[src/core/uefc_pkg.sv]
package uefc_pkg;

  // request header fields
  localparam logic [7:0] RT_DEVICE         = 8'h00;
  localparam logic [7:0] RT_IFACE          = 8'h01;
  localparam logic [7:0] RT_ENDPOINT       = 8'h02;
  localparam logic [7:0] RQ_CLEAR_FEATURE  = 8'h01;
  localparam logic [7:0] RQ_SET_FEATURE    = 8'h03;
  localparam logic [7:0] RQ_SET_CONFIG     = 8'h09;
  localparam logic [7:0] RQ_SET_IFACE      = 8'h0b;
  localparam logic [7:0] FS_STALL          = 8'h00;
  localparam logic [7:0] FS_WAKEUP         = 8'h01;
  localparam logic [7:0] DT_CONFIG         = 8'h02;
  localparam logic [7:0] EP_RSVD_MASK      = 8'h78;
  localparam int         EP_DIR_BIT        = 7;

  // byte positions inside the eight-byte request
  localparam int         SETUP_LEN         = 8;
  localparam int         SB_TYPE           = 0;
  localparam int         SB_REQ            = 1;
  localparam int         SB_VALL           = 2;
  localparam int         SB_VALH           = 3;
  localparam int         SB_IDXL           = 4;
  localparam int         SB_LENL           = 6;
  localparam int         SB_LENH           = 7;

  // descriptor header bytes read before the data stage
  localparam logic [2:0] FETCH_CNT         = 3'h4;
  localparam logic [2:0] DESC_LEN_OFS      = 3'h0;
  localparam logic [2:0] DESC_TOTL_OFS     = 3'h2;
  localparam logic [2:0] DESC_TOTH_OFS     = 3'h3;

  localparam int         MAX_PKT_BYTES     = 64;
  localparam int         NUM_EP            = 16;
  localparam logic [15:0] SETUP_BUF_ADDR   = 16'h0100;

  // register offsets
  localparam logic [7:0] REG_EP0_CONTROL_STATUS         = 8'h00;
  localparam logic [7:0] REG_PTRH          = 8'h01;
  localparam logic [7:0] REG_PTRL          = 8'h02;
  localparam logic [7:0] REG_WAKE          = 8'h03;
  localparam logic [4:0] REG_SETUP_PAGE    = 5'h01;
  localparam logic [3:0] REG_EPCS_PAGE     = 4'h1;
  localparam logic [3:0] REG_EPBC_PAGE     = 4'h2;

  // field positions
  localparam int         EP0_STALL_BIT     = 0;
  localparam int         EP0_HOLD_BIT      = 1;
  localparam int         EP0_AUTO_BIT      = 2;
  localparam int         WAKE_EN_BIT       = 0;
  localparam int         CS_STALL_BIT      = 0;
  localparam int         CS_BUSY_BIT       = 1;
  localparam int         CS_TOGGLE_BIT     = 2;

  typedef enum logic [1:0] {
    HS_NAK   = 2'h0,
    HS_ACK   = 2'h1,
    HS_STALL = 2'h2,
    HS_DATA  = 2'h3
  } uefc_hs_t;

endpackage

[src/core/uefc_ep0_ctrl.sv]
// Contract
// - Set Feature device, selector wakeup, sets remote wakeup enable; no data stage.
// - Set Feature endpoint stall sets stall of endpoint named in byte 4.
// - Stall request: set stall, reset toggle, firmware clears handshake hold by writing one.
// - Stall request frees IN busy and rearms OUT byte count.
// - Set Interface restores all endpoints the same way.
// - Core keeps toggles; firmware edits them only during stall, configuration, interface requests.
// - Clear Feature device, selector wakeup, clears remote wakeup enable.
// - Clear Feature endpoint stall clears stall of endpoint named in byte 4.
// - Stall stays until host clears it with Clear Feature.
// - Sixteen-bit setup data pointer in high and low byte registers.
// - Eight request bytes copied to RAM buffer; setup-available request raised.
// - Low pointer write starts automatic data stage, packets of at most 64 bytes.
// - Firmware serves descriptors by clearing hold and loading pointer, copying nothing.
// - Setup-available and IN-done requests stay active during automatic transfer.
// - Stall is bit 0 of endpoint status; stalled endpoint answers STALL.
// - Endpoint-zero stall holds until the next setup starts, then clears itself.
// - Bytes sent are the smaller of requested and true descriptor length.
`timescale 1ns/10ps
`default_nettype none

module uefc_ep0_ctrl #(
  parameter logic [15:0] SETUP_BASE = uefc_pkg::SETUP_BUF_ADDR,
  parameter int          MAX_PKT    = uefc_pkg::MAX_PKT_BYTES
) (
  input  wire logic            clk,
  input  wire logic            rst_n,
  input  wire logic            ce,
  input  wire logic [7:0]      regAddr,
  input  wire logic [7:0]      regWdata,
  input  wire logic            regWrite,
  input  wire logic            regRead,
  output logic [7:0]           regRdata,
  input  wire logic            setupStart,
  input  wire logic            setupByteValid,
  input  wire logic [7:0]      setupByte,
  input  wire logic            ep0InToken,
  input  wire logic            ep0OutToken,
  input  wire logic            ep0InAck,
  output logic                 ep0HsValid,
  output uefc_pkg::uefc_hs_t   ep0HsCode,
  output logic                 inValid,
  output logic [7:0]           inByte,
  output logic                 inLast,
  output logic                 statusDone,
  input  wire logic            tokValid,
  input  wire logic [3:0]      tokEp,
  input  wire logic            epAckValid,
  input  wire logic [3:0]      epAckEp,
  output logic                 hsValid,
  output uefc_pkg::uefc_hs_t   hsCode,
  output logic                 hsData1,
  output logic [15:0]          ramAddr,
  output logic                 ramWrEn,
  output logic [7:0]           ramWrData,
  output logic                 ramRdEn,
  input  wire logic [7:0]      ramRdData,
  output logic                 setupAvailIrq,
  output logic                 ep0InDoneIrq,
  output logic                 remoteWakeEn
);

  localparam int PKT_W = $clog2(MAX_PKT + 1);

  typedef enum logic [6:0] {
    ST_IDLE     = 7'h01,
    ST_FETCH    = 7'h02,
    ST_CALC     = 7'h04,
    ST_WAIT_IN  = 7'h08,
    ST_SEND     = 7'h10,
    ST_WAIT_ACK = 7'h20,
    ST_STATUS   = 7'h40
  } uefc_state_t;

  function automatic logic [15:0] minLen(input logic [15:0] a, input logic [15:0] b);
    return (a < b) ? a : b;
  endfunction

  function automatic logic reqIs(input logic [7:0] t, input logic [7:0] r, input logic [7:0] s,
                                 input logic [7:0] et, input logic [7:0] er, input logic [7:0] es);
    return (t == et) && (r == er) && (s == es);
  endfunction

  uefc_state_t        state_reg;
  uefc_state_t        state_next;
  logic [7:0]         setupBuf_reg [uefc_pkg::SETUP_LEN];
  logic [3:0]         setupIdx_reg;
  logic               setupDone_reg;
  logic               setupWr_reg;
  logic [15:0]        setupWrAddr_reg;
  logic [7:0]         setupWrData_reg;
  logic               ep0Stall_reg;
  logic               hold_reg;
  logic               togWindow_reg;
  logic               wake_reg;
  logic [7:0]         ptrHigh_reg;
  logic [7:0]         ptrLow_reg;
  logic [15:0]        pktBase_reg;
  logic [15:0]        remLen_reg;
  logic               lenIsReq_reg;
  logic [2:0]         fetchCnt_reg;
  logic [7:0]         descLen_reg;
  logic [7:0]         descTotL_reg;
  logic [7:0]         descTotH_reg;
  logic [PKT_W-1:0]   sendCnt_reg;
  logic               rdPend_reg;
  logic               inValid_reg;
  logic [7:0]         inByte_reg;
  logic               inLast_reg;
  logic               ep0HsValid_reg;
  uefc_pkg::uefc_hs_t ep0HsCode_reg;
  logic               statusDone_reg;
  logic               inDoneIrq_reg;
  logic [uefc_pkg::NUM_EP-1:0] stall_reg;
  logic [uefc_pkg::NUM_EP-1:0] busy_reg;
  logic [uefc_pkg::NUM_EP-1:0] tog_reg;
  logic               hsValid_reg;
  uefc_pkg::uefc_hs_t hsCode_reg;
  logic               hsData1_reg;
  logic [7:0]         regRdata_reg;

  // request decode, valid once all eight bytes are in
  wire  [7:0]  rqType    = setupBuf_reg[uefc_pkg::SB_TYPE];
  wire  [7:0]  rqCode    = setupBuf_reg[uefc_pkg::SB_REQ];
  wire  [7:0]  rqSel     = setupBuf_reg[uefc_pkg::SB_VALL];
  wire  [7:0]  rqEp      = setupBuf_reg[uefc_pkg::SB_IDXL];
  wire  [15:0] reqLen    = {setupBuf_reg[uefc_pkg::SB_LENH], setupBuf_reg[uefc_pkg::SB_LENL]};
  wire  [3:0]  rqEpIdx   = {rqEp[uefc_pkg::EP_DIR_BIT], rqEp[2:0]};
  wire         rqEpOk    = (rqEp & uefc_pkg::EP_RSVD_MASK) == 8'h00;
  wire         isSetWake = reqIs(rqType, rqCode, rqSel, uefc_pkg::RT_DEVICE,
                                 uefc_pkg::RQ_SET_FEATURE, uefc_pkg::FS_WAKEUP);
  wire         isClrWake = reqIs(rqType, rqCode, rqSel, uefc_pkg::RT_DEVICE,
                                 uefc_pkg::RQ_CLEAR_FEATURE, uefc_pkg::FS_WAKEUP);
  wire         isSetStall = rqEpOk && reqIs(rqType, rqCode, rqSel, uefc_pkg::RT_ENDPOINT,
                                 uefc_pkg::RQ_SET_FEATURE, uefc_pkg::FS_STALL);
  wire         isClrStall = rqEpOk && reqIs(rqType, rqCode, rqSel, uefc_pkg::RT_ENDPOINT,
                                 uefc_pkg::RQ_CLEAR_FEATURE, uefc_pkg::FS_STALL);
  wire         isSetIface = (rqType == uefc_pkg::RT_IFACE) && (rqCode == uefc_pkg::RQ_SET_IFACE);
  wire         isSetCfg  = (rqType == uefc_pkg::RT_DEVICE) && (rqCode == uefc_pkg::RQ_SET_CONFIG);

  // register strobes
  wire         ep0CsWr   = regWrite && (regAddr == uefc_pkg::REG_EP0_CONTROL_STATUS);
  wire         ptrHighWr = regWrite && (regAddr == uefc_pkg::REG_PTRH);
  wire         ptrLowWr  = regWrite && (regAddr == uefc_pkg::REG_PTRL);
  wire         wakeWr    = regWrite && (regAddr == uefc_pkg::REG_WAKE);
  wire         epCsWr    = regWrite && (regAddr[7:4] == uefc_pkg::REG_EPCS_PAGE);
  wire         epBcWr    = regWrite && (regAddr[7:4] == uefc_pkg::REG_EPBC_PAGE);
  wire         setupRd   = regAddr[7:3] == uefc_pkg::REG_SETUP_PAGE;
  wire         epCsRd    = regAddr[7:4] == uefc_pkg::REG_EPCS_PAGE;
  wire         togAllowed = togWindow_reg && hold_reg;

  // automatic data stage
  wire         autoBusy  = state_reg != ST_IDLE;
  wire  [15:0] pktLen16  = minLen(remLen_reg, 16'(MAX_PKT));
  wire  [PKT_W-1:0] pktLen = pktLen16[PKT_W-1:0];
  wire         lastPkt   = (pktLen < PKT_W'(MAX_PKT)) || ((remLen_reg == pktLen16) && lenIsReq_reg);
  wire  [15:0] trueLen   = (setupBuf_reg[uefc_pkg::SB_VALH] == uefc_pkg::DT_CONFIG) ?
                           {descTotH_reg, descTotL_reg} : {8'h00, descLen_reg};
  wire         fetchRd   = (state_reg == ST_FETCH) && (fetchCnt_reg < uefc_pkg::FETCH_CNT);
  wire         sendRd    = (state_reg == ST_SEND) && (sendCnt_reg < pktLen);
  wire         sendFinish = (state_reg == ST_SEND) && (sendCnt_reg == pktLen);
  wire  [2:0]  capIdx    = fetchCnt_reg - 3'h1;
  wire  [15:0] rdAddr    = (state_reg == ST_FETCH) ? pktBase_reg + 16'(fetchCnt_reg)
                                                   : pktBase_reg + 16'(sendCnt_reg);
  wire         startSend = ep0InToken && ((state_reg == ST_WAIT_IN) || (state_reg == ST_WAIT_ACK));
  // status stage: automatic stage acks by itself, a manual one waits for the hold release
  wire         statusOk  = ep0OutToken && !ep0Stall_reg &&
                           ((state_reg == ST_STATUS) || (state_reg == ST_WAIT_IN) ||
                            (state_reg == ST_WAIT_ACK) || ((state_reg == ST_IDLE) && !hold_reg));

  wire  [7:0]  ep0CsWord = (8'(ep0Stall_reg) << uefc_pkg::EP0_STALL_BIT) |
                           (8'(hold_reg) << uefc_pkg::EP0_HOLD_BIT) |
                           (8'(autoBusy) << uefc_pkg::EP0_AUTO_BIT);
  wire  [7:0]  epCsWord  = (8'(stall_reg[regAddr[3:0]]) << uefc_pkg::CS_STALL_BIT) |
                           (8'(busy_reg[regAddr[3:0]]) << uefc_pkg::CS_BUSY_BIT) |
                           (8'(tog_reg[regAddr[3:0]]) << uefc_pkg::CS_TOGGLE_BIT);
  wire  [7:0]  readVal   = (regAddr == uefc_pkg::REG_EP0_CONTROL_STATUS) ? ep0CsWord :
                           (regAddr == uefc_pkg::REG_PTRH)  ? ptrHigh_reg :
                           (regAddr == uefc_pkg::REG_PTRL)  ? ptrLow_reg :
                           (regAddr == uefc_pkg::REG_WAKE)  ? (8'(wake_reg) << uefc_pkg::WAKE_EN_BIT) :
                           setupRd ? setupBuf_reg[regAddr[2:0]] :
                           epCsRd  ? epCsWord : 8'h00;

  assign regRdata      = regRdata_reg;
  assign ramWrEn       = setupWr_reg;
  assign ramWrData     = setupWrData_reg;
  assign ramRdEn       = fetchRd || sendRd;
  assign ramAddr       = setupWr_reg ? setupWrAddr_reg : rdAddr;
  assign inValid       = inValid_reg;
  assign inByte        = inByte_reg;
  assign inLast        = inLast_reg;
  assign ep0HsValid    = ep0HsValid_reg;
  assign ep0HsCode     = ep0HsCode_reg;
  assign statusDone    = statusDone_reg;
  assign hsValid       = hsValid_reg;
  assign hsCode        = hsCode_reg;
  assign hsData1       = hsData1_reg;
  assign setupAvailIrq = setupDone_reg;
  assign ep0InDoneIrq  = inDoneIrq_reg;
  assign remoteWakeEn  = wake_reg;

  // read data stands for the one cycle after the strobe, zero otherwise
  always_ff @(posedge clk or negedge rst_n) begin
    if (!rst_n) begin
      regRdata_reg <= 8'h00;
    end else if (ce) begin
      regRdata_reg <= regRead ? readVal : 8'h00;
    end
  end

  // request capture into flops and the RAM buffer
  always_ff @(posedge clk or negedge rst_n) begin
    if (!rst_n) begin
      setupIdx_reg    <= 4'h0;
      setupDone_reg   <= 1'b0;
      setupWr_reg     <= 1'b0;
      setupWrAddr_reg <= 16'h0000;
      setupWrData_reg <= 8'h00;
      for (int i = 0; i < uefc_pkg::SETUP_LEN; i++) setupBuf_reg[i] <= 8'h00;
    end else if (ce) begin
      setupWr_reg   <= 1'b0;
      setupDone_reg <= 1'b0;
      if (setupStart) begin
        setupIdx_reg <= 4'h0;
      end else if (setupByteValid && (setupIdx_reg < 4'(uefc_pkg::SETUP_LEN))) begin
        setupBuf_reg[setupIdx_reg[2:0]] <= setupByte;
        setupWr_reg     <= 1'b1;
        setupWrAddr_reg <= SETUP_BASE + 16'(setupIdx_reg);
        setupWrData_reg <= setupByte;
        setupIdx_reg    <= setupIdx_reg + 4'h1;
        setupDone_reg   <= setupIdx_reg == 4'(uefc_pkg::SETUP_LEN - 1);
      end
    end
  end

  // endpoint-zero control, wakeup and pointer
  always_ff @(posedge clk or negedge rst_n) begin
    if (!rst_n) begin
      ep0Stall_reg  <= 1'b0;
      hold_reg      <= 1'b0;
      togWindow_reg <= 1'b0;
      wake_reg      <= 1'b0;
      ptrHigh_reg   <= 8'h00;
      ptrLow_reg    <= 8'h00;
    end else if (ce) begin
      // set wins: a firmware stall in the setup cycle survives
      if (ep0CsWr && regWdata[uefc_pkg::EP0_STALL_BIT]) begin
        ep0Stall_reg <= 1'b1;
      end else if (setupStart) begin
        ep0Stall_reg <= 1'b0;
      end
      if (setupDone_reg) begin
        hold_reg      <= 1'b1;
        togWindow_reg <= isSetStall || isSetCfg || isSetIface;
      end else if (ep0CsWr && regWdata[uefc_pkg::EP0_HOLD_BIT]) begin
        hold_reg <= 1'b0;
      end
      if (setupDone_reg && isSetWake) begin
        wake_reg <= 1'b1;
      end else if (setupDone_reg && isClrWake) begin
        wake_reg <= 1'b0;
      end else if (wakeWr) begin
        wake_reg <= regWdata[uefc_pkg::WAKE_EN_BIT];
      end
      if (ptrHighWr) ptrHigh_reg <= regWdata;
      if (ptrLowWr) ptrLow_reg <= regWdata;
    end
  end

  // bulk endpoint stall, busy and toggle; hardware set wins over clear
  always_ff @(posedge clk or negedge rst_n) begin
    if (!rst_n) begin
      stall_reg <= '0;
      busy_reg  <= '0;
      tog_reg   <= '0;
    end else if (ce) begin
      for (int e = 0; e < uefc_pkg::NUM_EP; e++) begin
        if (setupDone_reg && isClrStall && (rqEpIdx == 4'(e))) begin
          stall_reg[e] <= 1'b0;
          tog_reg[e]   <= 1'b0;
        end
        if ((setupDone_reg && isSetStall && (rqEpIdx == 4'(e))) ||
            (epCsWr && (regAddr[3:0] == 4'(e)) && regWdata[uefc_pkg::CS_STALL_BIT])) begin
          stall_reg[e] <= 1'b1;
        end
        if (epAckValid && (epAckEp == 4'(e))) begin
          tog_reg[e]  <= ~tog_reg[e];
          busy_reg[e] <= 1'b0;
        end
        if (epCsWr && (regAddr[3:0] == 4'(e))) begin
          busy_reg[e] <= regWdata[uefc_pkg::CS_BUSY_BIT];
          if (togAllowed) tog_reg[e] <= regWdata[uefc_pkg::CS_TOGGLE_BIT];
        end
        if (epBcWr && (regAddr[3:0] == 4'(e))) busy_reg[e] <= 1'b1;
        if (setupDone_reg && (isSetIface || (isSetStall && (rqEpIdx == 4'(e))))) begin
          busy_reg[e] <= ~e[3];
          if (isSetStall) tog_reg[e] <= 1'b0;
        end
      end
    end
  end

  // bulk token answers, one cycle after the token
  always_ff @(posedge clk or negedge rst_n) begin
    if (!rst_n) begin
      hsValid_reg <= 1'b0;
      hsCode_reg  <= uefc_pkg::HS_NAK;
      hsData1_reg <= 1'b0;
    end else if (ce) begin
      hsValid_reg <= tokValid;
      if (tokValid) begin
        hsData1_reg <= tog_reg[tokEp];
        hsCode_reg  <= stall_reg[tokEp] ? uefc_pkg::HS_STALL :
                       busy_reg[tokEp]  ? uefc_pkg::HS_ACK : uefc_pkg::HS_NAK;
      end
    end
  end

  always_comb begin
    state_next = state_reg;
    if (setupStart) begin
      state_next = ST_IDLE;
    end else if (ptrLowWr) begin
      state_next = ST_FETCH;
    end else begin
      unique case (state_reg)
        ST_IDLE: begin
          state_next = ST_IDLE;
        end
        ST_FETCH: begin
          if (fetchCnt_reg == uefc_pkg::FETCH_CNT) state_next = ST_CALC;
        end
        ST_CALC: begin
          state_next = ST_WAIT_IN;
        end
        ST_WAIT_IN: begin
          if (startSend) state_next = ST_SEND;
          else if (ep0OutToken) state_next = ST_IDLE;
        end
        ST_SEND: begin
          if (sendFinish) state_next = ST_WAIT_ACK;
        end
        ST_WAIT_ACK: begin
          if (ep0InAck) state_next = lastPkt ? ST_STATUS : ST_WAIT_IN;
          else if (startSend) state_next = ST_SEND;
          else if (ep0OutToken) state_next = ST_IDLE;
        end
        ST_STATUS: begin
          if (ep0OutToken) state_next = ST_IDLE;
        end
        default: begin
          state_next = ST_IDLE;
        end
      endcase
    end
  end

  // automatic descriptor stage datapath
  always_ff @(posedge clk or negedge rst_n) begin
    if (!rst_n) begin
      state_reg    <= ST_IDLE;
      pktBase_reg  <= 16'h0000;
      remLen_reg   <= 16'h0000;
      lenIsReq_reg <= 1'b0;
      fetchCnt_reg <= 3'h0;
      descLen_reg  <= 8'h00;
      descTotL_reg <= 8'h00;
      descTotH_reg <= 8'h00;
      sendCnt_reg  <= '0;
      rdPend_reg   <= 1'b0;
    end else if (ce) begin
      state_reg  <= state_next;
      rdPend_reg <= fetchRd || sendRd;
      if (ptrLowWr) begin
        pktBase_reg  <= {ptrHigh_reg, regWdata};
        fetchCnt_reg <= 3'h0;
      end else if (fetchRd) begin
        fetchCnt_reg <= fetchCnt_reg + 3'h1;
      end
      if ((state_reg == ST_FETCH) && rdPend_reg) begin
        if (capIdx == uefc_pkg::DESC_LEN_OFS) descLen_reg <= ramRdData;
        if (capIdx == uefc_pkg::DESC_TOTL_OFS) descTotL_reg <= ramRdData;
        if (capIdx == uefc_pkg::DESC_TOTH_OFS) descTotH_reg <= ramRdData;
      end
      if (state_reg == ST_CALC) begin
        remLen_reg   <= minLen(reqLen, trueLen);
        lenIsReq_reg <= reqLen <= trueLen;
      end
      if (startSend) begin
        sendCnt_reg <= '0;
      end else if (sendRd) begin
        sendCnt_reg <= sendCnt_reg + PKT_W'(1);
      end
      if ((state_reg == ST_WAIT_ACK) && ep0InAck) begin
        pktBase_reg <= pktBase_reg + pktLen16;
        remLen_reg  <= remLen_reg - pktLen16;
      end
    end
  end

  // endpoint-zero answers and IN byte stream
  always_ff @(posedge clk or negedge rst_n) begin
    if (!rst_n) begin
      inValid_reg    <= 1'b0;
      inByte_reg     <= 8'h00;
      inLast_reg     <= 1'b0;
      ep0HsValid_reg <= 1'b0;
      ep0HsCode_reg  <= uefc_pkg::HS_NAK;
      statusDone_reg <= 1'b0;
      inDoneIrq_reg  <= 1'b0;
    end else if (ce) begin
      inValid_reg    <= rdPend_reg && (state_reg != ST_FETCH);
      inLast_reg     <= sendFinish;
      if (rdPend_reg) inByte_reg <= ramRdData;
      ep0HsValid_reg <= ep0InToken || ep0OutToken;
      ep0HsCode_reg  <= ep0Stall_reg ? uefc_pkg::HS_STALL :
                        startSend    ? uefc_pkg::HS_DATA :
                        statusOk     ? uefc_pkg::HS_ACK : uefc_pkg::HS_NAK;
      statusDone_reg <= statusOk;
      inDoneIrq_reg  <= (state_reg == ST_WAIT_ACK) && ep0InAck;
    end
  end

endmodule

`default_nettype wire

[config.mk]
export PLATFORM = sky130hd
export DESIGN_NAME = uefc_ep0_ctrl
export DESIGN_NICKNAME = d
export VERILOG_FILES = /design/src/core/uefc_pkg.sv /design/src/core/uefc_ep0_ctrl.sv
export SDC_FILE = /design/constraint.sdc
export NUM_CORES = 1
export LEC_CHECK = 0
export BUFFER_PORTS_ARGS = -buffer_cell sky130_fd_sc_hd__buf_2
export CAP_MARGIN = 20
export CORE_MARGIN = 5
export CORE_UTILIZATION = 28
export CTS_CLUSTER_DIAMETER = 50
export DETAILED_ROUTE_END_ITERATION = 8
export SYNTH_ARGS = -nofsm -noshare
export SYNTH_HDL_FRONTEND = slang
export SYNTH_SLANG_ARGS = --single-unit
[constraint.sdc]
create_clock -name clk -period 5.9 [get_ports clk]
set_input_delay 1.77 -clock clk [delete_from_list [all_inputs] [get_ports clk]]
set_output_delay 1.77 -clock clk [all_outputs]
set_load 0.005 [all_outputs]
==> results.toml <==
[clocking]
ctsLongestPathBuffers = 3
cts_tree = "yes"
cts_hold_buffers = 0
cts_max_level = 2
clkLatencyLatePin_ns = 0.58
cts_made_buffers = 41
clock-sinks = 253
clk_pin_slew_worst_paths_ns = 0.06
cts_root_buf = "clkbuf_16"

[power]
power-per-cell-area_mw_per_mm2 = 306
ir_worst_vdd_mv = 0.209
p_leak_nw = 8.27

[routing]
via_count = 13500
vias_per_cell = 5.44
wire_per_inst_um = 21.4
antenna_left = 0
routed_wl_mm = 53.2
drc = 0
firstDrtPassIters = 5
drtIter0Drc = 1206

[setup_path]
slowest_delay_ns = 0.56
worstPathRequired_ns = 4.13
path_buf_inv = 1
worstReg2RegStart = "setupBuf_reg[36]"
cp-end-kind = "output pin"
r2r_slack_ns = 1.45
crit_path_top_delay_cell = "or4b_4"
crit_chain = "nor2_4 > nand2_2 > or4b_4 > mux2_2 > ha_1 > a21o_1 > a21oi_2 > o21bai_1 > a2111o_1 > nand3_1 > xor2_1 > nor2_1 > buf_2"
startpoint_type = "flop"
cp_max_fo = 6
r2r_end = "remLen_reg[2]"
cp.arrival_ns = 3.93
reg2regPathDepth = 11
path_delay_family = "simple AND/OR/NAND/NOR gates"
worstSetupPathType = "reg -> out"

[hold_path]
min_from = "setupWrAddr_reg[8]"
holdCritPathClass = "reg -> reg"
holdPathStages = 1
hold_end = "setupWrAddr_reg[8]"

[global_route]
gr-usage-met1_pct = 22.8
met3_usage_pct = 3.75
met2_usage_pct = 25.1
gr-max-usage-layer = "met2"
antenna_found_initial = 3
grt_max_degree = 142
first_global_vias = 13800
grt_overflow = 0
grt_first_pass_wirelength_mm = 82.6
grt_usage_pct = 16.7

[place]
gp_congestion = 0.934
dp_hpwl_mm = 38.1
port_buffers = 106
dpl_cell_area_mm2 = 0.0172

[synthesis]
syn_area_per_cell_um2 = 9.95
synth_edf_count = 0
postSynth.asyncResetShare_pct = 100
syn_inst = 1600
seq_area_frac_synth_pct = 39.8
synth_cell_types = 90
ys_ff_latch = 253
netlist_area_mm2 = 0.0159
synth_top_flop_cell = "dfrtp_1"
yosysWarnings = 0

[die]
die_h_um = 248
initial_core_util_pct = 28.2
dieWidth_um = 248
die-area_mm2 = 0.0617
ios = 107
rows = 87
coreArea_mm2 = 0.0564

[layout]
post-route-util_pct = 33.3
diodes = 0
finish.instance_area_mm2 = 0.0187
final_nets = 1806
area_delta_synth_final_pct = 17.8
drive_gt1_share_pct = 24.7

[timing]
whs_ns = 0.470
grt_setup_unrepaired = "no"
drv_slew = 0
period_needed_ns = 5.70
hold_viol = 0
finalSetupTns_ns = 0
fmax_ghz = 0.175
slew_headroom_pct = 24.3
final.period_utilization_pct = 96.6
final.setup_skew_ns = 0.0324
finalSetupViolations = 0
tightestPinTransition_ns = 1.13

[job]
cap_violations = 0

[run_status]
status = "completed"
-- cell usage in the layout, fill, tap and decap left out, types with 11 or more instances in the layout --
cell type  synthesis  layout
nor4_1            15      14
and3_1            15      15
nand2b_1          15      15
o2bb2ai_1         12      12
nor2b_1           11      11
mux2_2           132     132
o211ai_1          12      12
and2_1            12      12
nor2_1           114     114
mux4_2            46      46
a21oi_1          104     103
nand4_1           13      13
ha_1              53      53
o21ai_0          118     117
dfrtp_1          252     249
inv_1             53      52
nand3_1           32      32
a21o_1            16      16
xnor2_1           16      16
o22ai_1           16      16
buf_4              2      24
nor3_1            22      21
mux2i_1           33      33
buf_2             22     104
a32oi_1           11      11
xor2_1            24      24
clkbuf_16          0      41
nand2_1          188     188
-- cell type report --
cell class | count | area [um^2]
clock inverter | 29 | 355
multi-input combinational | 1218 | 9080
timing repair buffer | 130 | 736
clock buffer | 46 | 1080
sequential | 253 | 6340
inverter | 55 | 206
fill | 5815 | 37600
tap | 756 | 946
-- stage by stage --
step                      setup slack [ns]  instances  power [mW]
after floorplan                       1.00       1607        2.85
after global placement               0.685       2402        3.18
after detailed placement             0.526       2402        3.21
after CTS                           0.0229       2478        5.79
after global routing               0.00442       2487        6.00
final                                0.198       2487        5.74
-- cell usage after synthesis (15+ instances only) --
master / instances / area [um^2]
dfrtp_1: 252 / 6310
nand2_1: 188 / 706
mux2_2: 132 / 1490
o21ai_0: 118 / 591
nor2_1: 114 / 428
a21oi_1: 104 / 521
ha_1: 53 / 663
inv_1: 53 / 199
clkbuf_1: 48 / 180
mux4_2: 46 / 1040
mux2i_1: 33 / 330
nand3_1: 32 / 160
xor2_1: 24 / 210
buf_2: 22 / 110
nor3_1: 22 / 110
a21o_1: 16 / 120
o22ai_1: 16 / 100
xnor2_1: 16 / 140
and3_1: 15 / 93.8
nand2b_1: 15 / 93.8
nor4_1: 15 / 93.8
-- routing by layer --
layer	vias up	part of all wire (%)	routed length [um]
li1	6127	-	-
met1	6634	44	23400
met2	611	43	23000
met3	153	7.5	3990
met4	6	5.2	2740
met5	-	0.056	30
-- power breakdown --
part	total (mW)	switching [mW]	internal, mW
clock network	2.54	0.998	1.54
logic	0.996	0.500	0.496
registers	2.20	0.255	1.95
total	5.74	1.75	3.99
-- worst max-delay path by stage --
stage | from | cells past startpoint | slack, ns | end
finish | state_reg[3] | 13 | 0.20 | ramAddr[13]
global route | state_reg[3] | 13 | 0.004 | ramAddr[11]
CTS | state_reg[6] | 13 | 0.02 | ramAddr[11]
detailed placement | remLen_reg[13] | 12 | 0.53 | ramRdEn
global placement | state_reg[3] | 13 | 0.68 | ramAddr[11]
floorplan | state_reg[3] | 12 | 1.00 | ramAddr[7]
-- kinds of logic (layout without fill, tap and decap cells) --
group,after synthesis,count (layout),synth area share (%)
DFF,253,253,39.8
adders and majority gates,55,55,4.42
AOI/OAI and AO/OA,396,396,15.9
and+or+nand+nor,504,504,15.9
buffers and inverters,136,260,3.52
xor gates and xnor gates,40,40,2.20
other,2,9,0.0472
muxes,214,214,18.2
-- timing repair --
item,4_1_cts,5_1_grt
buffers inserted,1,9
pin swaps,1,3
gates resized for setup,2,6
endpoints found under the setup margin,6,10
Power figures use the tool's default switching activity.
